**src/verilog/target_status_pkg.sv**
```systemverilog
// Contract
// [RULE_01] Power indicator lit while the user system has power, dark otherwise.
// [RULE_02] With several supply terminals, power indicator lights only when all are powered.
// [RULE_03] Clock indicator lit if main or sub clock oscillates; off when both stopped.
// [RULE_04] Reset indicator lit while target is in reset or user reset is low.
// [RULE_05] Run indicator lit while the user program executes, off once halted.
// [RULE_06] Maskable interrupt acknowledge fetches number and level from the two info locations.
// [RULE_07] Any read of either info location clears the top enabled interrupt request.
// [RULE_08] Warning lights on an info-location read that is not an interrupt acknowledge.
// [RULE_09] User system keeps wait-request and hold-request high at startup in external modes.
// [RULE_10] Warning stays latched until the host clears it or the monitor resets.
`default_nettype none
package target_status_pkg;
  localparam int ADDR_W = 20;
  localparam logic [19:0] INFO_ADDR_LO = 20'h00000;
  localparam logic [19:0] INFO_ADDR_HI = 20'h00001;
  localparam logic [7:0] OFF_CTRL = 8'h00;
  localparam logic [7:0] OFF_STATUS = 8'h04;
  localparam logic [7:0] OFF_EVENT = 8'h08;
  localparam logic [7:0] OFF_MASK = 8'h0C;
  localparam logic [7:0] OFF_WARN_CLR = 8'h10;
  localparam int CTRL_WARN_EN = 0;
  localparam int WARN_CLR_BIT = 0;
  localparam logic [31:0] CTRL_RESET = 32'h00000001;
  localparam logic [3:0] MASK_RESET = 4'h0;
  localparam int EV_WRONG_READ = 0;
  localparam int EV_POWER_LOSS = 1;
  localparam int EV_CLOCK_LOSS = 2;
  localparam int EV_RESET_ENTRY = 3;
  localparam int EV_W = 4;
  localparam int CORE_CLK_MHZ = 200;
  localparam int CLK_TIMEOUT_NS = 100000;
  localparam int CLK_TIMEOUT_CYCLES = CLK_TIMEOUT_NS * CORE_CLK_MHZ / 1000;
endpackage
`default_nettype wire

```
**src/verilog/target_status_monitor.sv**
```systemverilog
`timescale 1ns/100ps
`default_nettype none
module target_status_monitor #(
  parameter int SUPPLY_N = 2,
  parameter int TIMEOUT_CYCLES = target_status_pkg::CLK_TIMEOUT_CYCLES
) (
  input wire logic core_clk,
  input wire logic rst,
  input wire logic [SUPPLY_N-1:0] supplyOk,
  input wire logic mainClk,
  input wire logic subClk,
  input wire logic mcuInReset,
  input wire logic userReset_n,
  input wire logic progRunning,
  input wire logic busRead,
  input wire logic intAck,
  input wire logic [19:0] busAddr,
  input wire logic [7:0] regAddr,
  input wire logic [31:0] regWrData,
  input wire logic regWr,
  input wire logic regRd,
  output logic [31:0] regRdData,
  output logic ledPower,
  output logic ledClock,
  output logic ledReset,
  output logic ledRun,
  output logic ledWarning,
  output logic intReqClear,
  output logic ackFetch,
  output logic irq
);
  localparam int PIN_W = SUPPLY_N + 27;
  localparam int EV_W_LOCAL = target_status_pkg::EV_W;
  // The user reset pin idles high, so its stages start high and no false reset edge follows reset.
  localparam logic [PIN_W-1:0] PIN_IDLE = {{(PIN_W-24){1'b0}}, 1'b1, 23'h000000};

  logic [PIN_W-1:0] pinRaw;
  logic [PIN_W-1:0] sync1;
  logic [PIN_W-1:0] sync2;
  logic [PIN_W-1:0] sync3;
  logic [PIN_W-1:0] pinFilt;
  logic [SUPPLY_N-1:0] supplyF;
  logic mainClkF;
  logic subClkF;
  logic inResetF;
  logic userResetF_n;
  logic runF;
  logic readF;
  logic ackF;
  logic [19:0] addrF;
  logic readPrev;
  logic [1:0] clkPrev;
  logic [1:0] clkAlive;
  logic [31:0] clkCount [2];
  logic [31:0] ctrl;
  logic [EV_W_LOCAL-1:0] events;
  logic [EV_W_LOCAL-1:0] mask;
  logic warnLatch;
  logic powerPrev;
  logic clockPrev;
  logic resetPrev;

  // A pin change counts only once the second and third stages agree.
  assign pinRaw = {
    supplyOk,
    mainClk,
    subClk,
    mcuInReset,
    userReset_n,
    progRunning,
    busRead,
    intAck,
    busAddr
  };
  assign {
    supplyF,
    mainClkF,
    subClkF,
    inResetF,
    userResetF_n,
    runF,
    readF,
    ackF,
    addrF
  } = pinFilt;

  // Only the second stage reads the first, which may still be settling.
  always_ff @(posedge core_clk)
  begin
    if (rst)
      sync1 <= PIN_IDLE;
    else
      sync1 <= pinRaw;
  end

  always_ff @(posedge core_clk)
  begin
    if (rst)
      sync2 <= PIN_IDLE;
    else
      sync2 <= sync1;
  end

  always_ff @(posedge core_clk)
  begin
    if (rst)
      sync3 <= PIN_IDLE;
    else
      sync3 <= sync2;
  end

  always_ff @(posedge core_clk)
  begin
    if (rst)
      pinFilt <= PIN_IDLE;
    else
      pinFilt <= (sync2 & sync3) | (pinFilt & (sync2 | sync3));
  end

  wire powerOk = &supplyF; // RULE_01 RULE_02
  wire clockOk = |clkAlive; // RULE_03
  wire resetOn = inResetF | ~userResetF_n; // RULE_04
  wire readStart = readF & ~readPrev;
  wire infoHit = (addrF == target_status_pkg::INFO_ADDR_LO) ||
                 (addrF == target_status_pkg::INFO_ADDR_HI);
  wire infoRead = readStart & infoHit;
  wire wrongRead = infoRead & ~ackF &
                   ctrl[target_status_pkg::CTRL_WARN_EN]; // RULE_08

  // A stopped clock is seen as no edge for the whole timeout window; the window must cover the slow sub clock.
  genvar gi;
  generate
    for (gi = 0; gi < 2; gi++)
    begin : g_clk
      wire clkIn = (gi == 0) ? mainClkF : subClkF;
      always_ff @(posedge core_clk)
      begin
        if (rst)
        begin
          clkPrev[gi] <= 1'b0;
          clkCount[gi] <= 32'h00000000;
          clkAlive[gi] <= 1'b0;
        end
        else
        begin
          clkPrev[gi] <= clkIn;
          if (clkIn != clkPrev[gi])
          begin
            clkCount[gi] <= 32'h00000000;
            clkAlive[gi] <= 1'b1; // RULE_03
          end
          else if (clkCount[gi] >= 32'(TIMEOUT_CYCLES - 1))
            clkAlive[gi] <= 1'b0; // RULE_03
          else
            clkCount[gi] <= clkCount[gi] + 32'h00000001;
        end
      end
    end
  endgenerate

  wire wrCtrl = regWr && (regAddr == target_status_pkg::OFF_CTRL);
  wire wrEvent = regWr && (regAddr == target_status_pkg::OFF_EVENT);
  wire wrMask = regWr && (regAddr == target_status_pkg::OFF_MASK);
  wire wrWarnClr = regWr && (regAddr == target_status_pkg::OFF_WARN_CLR) &&
                   regWrData[target_status_pkg::WARN_CLR_BIT];
  wire [EV_W_LOCAL-1:0] eventSet = {
    resetOn & ~resetPrev,
    clockPrev & ~clockOk,
    powerPrev & ~powerOk,
    wrongRead
  };
  wire [EV_W_LOCAL-1:0] eventClr = wrEvent ?
    regWrData[EV_W_LOCAL-1:0] :
    {EV_W_LOCAL{1'b0}};

  wire [31:0] statusWord = {
    27'h0000000,
    ledWarning,
    ledRun,
    ledReset,
    ledClock,
    ledPower
  };
  wire selCtrl = (regAddr == target_status_pkg::OFF_CTRL);
  wire selStatus = (regAddr == target_status_pkg::OFF_STATUS);
  wire selEvent = (regAddr == target_status_pkg::OFF_EVENT);
  wire selMask = (regAddr == target_status_pkg::OFF_MASK);

  wire [31:0] readMux =
    selCtrl ? ctrl :
    selStatus ? statusWord :
    selEvent ? {28'h0000000, events} :
    selMask ? {28'h0000000, mask} : 32'h00000000;

  // A new event in the clearing cycle survives the clear.
  wire [EV_W_LOCAL-1:0] next_events = (events & ~eventClr) | eventSet;
  wire next_warnLatch = wrongRead | (warnLatch & ~wrWarnClr); // RULE_10
  wire [31:0] next_ctrl = wrCtrl ? regWrData : ctrl;
  wire [EV_W_LOCAL-1:0] next_mask = wrMask ? regWrData[EV_W_LOCAL-1:0] : mask;
  wire next_irq = |(next_events & mask);
  // Idle cycles return zero so that a stale word is never taken for an answer.
  wire [31:0] next_rdData = regRd ? readMux : 32'h00000000;

  // Edge history for the event detectors; each starts from the reset value of its source.
  always_ff @(posedge core_clk)
  begin
    if (rst)
      readPrev <= 1'b0;
    else
      readPrev <= readF;
  end

  always_ff @(posedge core_clk)
  begin
    if (rst)
      powerPrev <= 1'b0;
    else
      powerPrev <= powerOk;
  end

  always_ff @(posedge core_clk)
  begin
    if (rst)
      clockPrev <= 1'b0;
    else
      clockPrev <= clockOk;
  end

  always_ff @(posedge core_clk)
  begin
    if (rst)
      resetPrev <= 1'b0;
    else
      resetPrev <= resetOn;
  end

  // Register state.
  always_ff @(posedge core_clk)
  begin
    if (rst)
      ctrl <= target_status_pkg::CTRL_RESET;
    else
      ctrl <= next_ctrl;
  end

  always_ff @(posedge core_clk)
  begin
    if (rst)
      mask <= target_status_pkg::MASK_RESET;
    else
      mask <= next_mask;
  end

  always_ff @(posedge core_clk)
  begin
    if (rst)
      events <= '0;
    else
      events <= next_events;
  end

  always_ff @(posedge core_clk)
  begin
    if (rst)
      warnLatch <= 1'b0;
    else
      warnLatch <= next_warnLatch; // RULE_10
  end

  always_ff @(posedge core_clk)
  begin
    if (rst)
      regRdData <= 32'h00000000;
    else
      regRdData <= next_rdData;
  end

  // Lamps and pulses are registered so that decode glitches never reach the pins.
  always_ff @(posedge core_clk)
  begin
    if (rst)
      ledPower <= 1'b0;
    else
      ledPower <= powerOk; // RULE_01 RULE_02
  end

  always_ff @(posedge core_clk)
  begin
    if (rst)
      ledClock <= 1'b0;
    else
      ledClock <= clockOk; // RULE_03
  end

  always_ff @(posedge core_clk)
  begin
    if (rst)
      ledReset <= 1'b0;
    else
      ledReset <= resetOn; // RULE_04
  end

  always_ff @(posedge core_clk)
  begin
    if (rst)
      ledRun <= 1'b0;
    else
      ledRun <= runF; // RULE_05
  end

  always_ff @(posedge core_clk)
  begin
    if (rst)
      ledWarning <= 1'b0;
    else
      ledWarning <= next_warnLatch; // RULE_08 RULE_10
  end

  always_ff @(posedge core_clk)
  begin
    if (rst)
      intReqClear <= 1'b0;
    else
      intReqClear <= infoRead; // RULE_07
  end

  always_ff @(posedge core_clk)
  begin
    if (rst)
      ackFetch <= 1'b0;
    else
      ackFetch <= infoRead & ackF; // RULE_06
  end

  always_ff @(posedge core_clk)
  begin
    if (rst)
      irq <= 1'b0;
    else
      irq <= next_irq;
  end
endmodule
`default_nettype wire

```
**config.mk**
```make
export PLATFORM = sky130hd
export DESIGN_NAME = target_status_monitor
export DESIGN_NICKNAME = d
export VERILOG_FILES = /design/src/verilog/target_status_pkg.sv /design/src/verilog/target_status_monitor.sv
export SDC_FILE = /design/constraint.sdc
export NUM_CORES = 1
export LEC_CHECK = 0
export ABC_AREA = 1
export BUFFER_PORTS_ARGS = -buffer_cell sky130_fd_sc_hd__buf_2
export CAP_MARGIN = 20
export CORE_AREA = 2 2 122 124
export CTS_BUF_LIST = sky130_fd_sc_hd__clkbuf_4 sky130_fd_sc_hd__clkbuf_8
export DETAILED_ROUTE_END_ITERATION = 12
export DIE_AREA = 0 0 124 126
export PLACE_DENSITY = 0.86
export SYNTH_ARGS = -nofsm -noshare
export SYNTH_HDL_FRONTEND = slang
export SYNTH_SLANG_ARGS = --single-unit
```
**constraint.sdc**
```tcl
create_clock -name core_clk -period 5.5 [get_ports core_clk]
set_clock_uncertainty 0.05 [all_clocks]
set_input_delay 0.275 -clock core_clk [delete_from_list [all_inputs] [get_ports core_clk]]
set_output_delay 0.275 -clock core_clk [all_outputs]
set_load 0.01 [all_outputs]
```
==> flow_summary.ini <==
[critical_path]
path_class = flip-flop to flip-flop
end_kind = flip-flop
worstPathArrival_ns = 2.95
r2r-start = clkCount[1][0]
startpoint_type = flip-flop
r2r_slack_ns = 2.71
crit_required_ns = 5.65
reg2reg_depth = 7
regToRegEndpoint = clkCount[1][24]
cp_max_fo = 17

[floorplanning]
die_h_um = 126
core_region_area_um2 = 14310
row_count = 44
num_io_pins = 113
initial_core_util = 0.6313
die-area_um2 = 15620
die_w_um = 124

[hold_path]
min_path_cells = 3
hp-class = primary input to flip-flop
holdCritStartpoint = regWrData[6]
hold-path-endpoint = ctrl[6]

[timing]
relSlewSlack = 0.3290
finalHoldViolations = 0
timing.fmax_ghz = 0.3579
period_share = 0.5080
rsz0062_at_grt = false
tightest_slew_ns = 1.006
setup_tns_ns = 0
finalSetupViolCount = 0
slew_violations = 0
min_period_ns = 2.794

[global_routing]
grt.overflow.total = 0
grt_max_degree = 108
grtUsageMet2 = 0.4270
met3_usage = 0.05616
antenna_found_initial = 0
use_met1 = 0.2689
busiest_layer = met2
grt_pass1_vias = 6857
grt_util_all_layers = 0.2368
grt_pass1_wl_um = 29650

[cells_and_area]
antenna_cells = 0
num-nets-final = 1257
drive_above_1_share = 0.1739
final_cell_count_no_fill = 1397
area_growth_pct = 24.76

[pwr]
leakage_nw = 4.733
max-vdd-ir-drop_mv = 0.2598
power_density_nw_per_um2 = 347.8

[clocking]
cts_max_path_buffers = 3
post_cts_buffers = 0
h-tree-depth = 2
clk_pin_slew_ns = 0.06
cts_root_buf = clkbuf_8
clkSinkCount = 261
cts_inserted_buffers = 39
cts_tree = done
clk_latency_ns = 0.53

[synth]
ys.flop_type = dfxtp_1
ys_seq_elements = 261
synth_edf_count = 64
avgSynthCellArea_um2 = 9.325
yosysWarnings = 0
syn_area_um2 = 9036
syn-instance-count = 969
ys_types = 39
async_flop_share = 0
seq_area_frac_synth = 0.6491

[place]
dpl.hpwl_um = 10350
numPortBuffers = 111
gp_congestion = 0.8373
place_inst = 1272

[drt]
vias_per_cell = 4.917
vias = 6869
drt_iter0_drc = 397
post_drt_wl_per_cell_um = 13.27
ant_nets = 0
drcViolationCount = 0
routed_wirelength_um = 18540
first_pass_iters = 6

[status]
run_status = complete, no violations

[flow_run]
drv_cap = 0
how the worst max path moves through the flow:
stage | to | slack (ns) | from | depth (start not counted)
after floorplan | clkCount[1][0] | 2.94 | clkCount[1][0] | 7
after global placement | clkCount[1][21] | 2.75 | clkCount[1][0] | 7
after detailed placement | clkCount[1][24] | 2.72 | clkCount[1][0] | 7
after CTS | clkCount[1][24] | 2.69 | clkCount[1][0] | 7
after global routing | clkCount[1][25] | 2.48 | clkCount[1][0] | 7
final | clkCount[1][24] | 2.71 | clkCount[1][0] | 7
report_power, final:
part           total (mW)  switching (mW)  internal [mW]  leakage, nW
registers            2.04          0.0242           2.01         2.24
clock network        1.73           0.713           1.02        0.481
logic               0.149          0.0809         0.0679         2.01
total                3.92           0.818           3.10         4.73
metal layers:
metal / vias to the layer above / part of all wire
li1: 3460 / -
met1: 3188 / 0.41
met2: 188 / 0.52
met3: 33 / 0.055
met4: 0 / 0.020
met5: - / 0
layout by cell type (no fill, tap or decap), types with 5 or more instances in the layout:
cell type      instances
xor2_1                12
nand2_1               86
nor3_1                10
clkbuf_4               8
o21ai_0               58
dlygate4sd3_1         53
dfxtp_1              197
edfxtp_1              64
nand3_1               23
nand4_1                7
buf_2                110
buf_4                  5
a21oi_1               71
conb_1                34
nor2_1               223
clkbuf_8              57
xnor2_1                7
or2_2                  5
inv_1                137
synth_stat cells (2+ instances only):
| library cell | instances | area share |
|---|---|---|
| a21oi_1 | 71 | 0.039 |
| a41oi_1 | 4 | 0.0039 |
| buf_1 | 3 | 0.0012 |
| buf_2 | 5 | 0.0028 |
| buf_6 | 4 | 0.0050 |
| clkbuf_1 | 16 | 0.0066 |
| dfxtp_1 | 197 | 0.44 |
| edfxtp_1 | 64 | 0.21 |
| ha_1 | 2 | 0.0028 |
| inv_1 | 137 | 0.057 |
| inv_2 | 4 | 0.0017 |
| nand2_1 | 86 | 0.036 |
| nand2_2 | 4 | 0.0028 |
| nand3_1 | 23 | 0.013 |
| nand4_1 | 7 | 0.0048 |
| nor2_1 | 223 | 0.093 |
| nor2_2 | 2 | 0.0014 |
| nor3_1 | 10 | 0.0055 |
| nor3_2 | 4 | 0.0044 |
| nor4_1 | 4 | 0.0028 |
| o21ai_0 | 58 | 0.032 |
| o21ai_1 | 3 | 0.0017 |
| or2_2 | 5 | 0.0035 |
| xnor2_1 | 7 | 0.0068 |
| xor2_1 | 12 | 0.012 |
through the flow:
step | util | total power, mW | hold WS [ns] | worst slack (ns) | instance area (um2)
floorplan | - | 2.143 | 0.3288 | 2.936 | 9160
CTS | 0.7876 | 3.935 | 0.0003076 | 2.691 | 11270
finish | 0.7876 | 3.921 | 0.01884 | 2.706 | 11270
global placement | 0.6869 | 2.187 | 0.3393 | 2.746 | 9832
detailed placement | 0.6869 | 2.192 | 0.3431 | 2.716 | 9832
global route | 0.7876 | 4.053 | 0.03924 | 2.482 | 11270
state kept, by name (all words and copies together) (netlist names), 2 cells and up:
name,count
mask,4
sync1,28
clkCount,64
clkAlive,2
clkPrev,2
sync3,28
events,4
regRdData,32
pinFilt,28
ctrl,32
sync2,28
repair_timing:
item	in CTS	in global routing
hold buffers	53	0
endpoints found under the hold margin	54	0
resized for setup	0	0
cell type report:
cell class / count / area, um2
multi-input cells: 570 / 2613
clock inverters: 7 / 66.31
inverters: 142 / 535.5
flip-flops and latches: 261 / 5866
fillers: 833 / 3040
clock buffers: 65 / 844.6
well taps: 184 / 230.2
repair buffers: 168 / 1119
critical path, stage by stage (launching register included):
cell and delay (ns):
edfxtp_1 0.43, ha_1 0.26, nand4_1 0.12, a31oi_1 0.10
o21ai_0 0.27, nand2_2 0.27, nand3_1 0.61, buf_4 0.37
cell families (layout without fill, tap and decap cells):
group,after synthesis,in the layout,synth area share
adders and majority gates,2,2,0.002769
DFF,261,261,0.6491
other,1,34,0.0004150
AOI/OAI and AO/OA,140,140,0.08017
buffers and inverters,171,382,0.07546
and+or+nand+nor,375,375,0.1736
xor gates and xnor gates,19,19,0.01842
(Power assumes the default switching activity.)
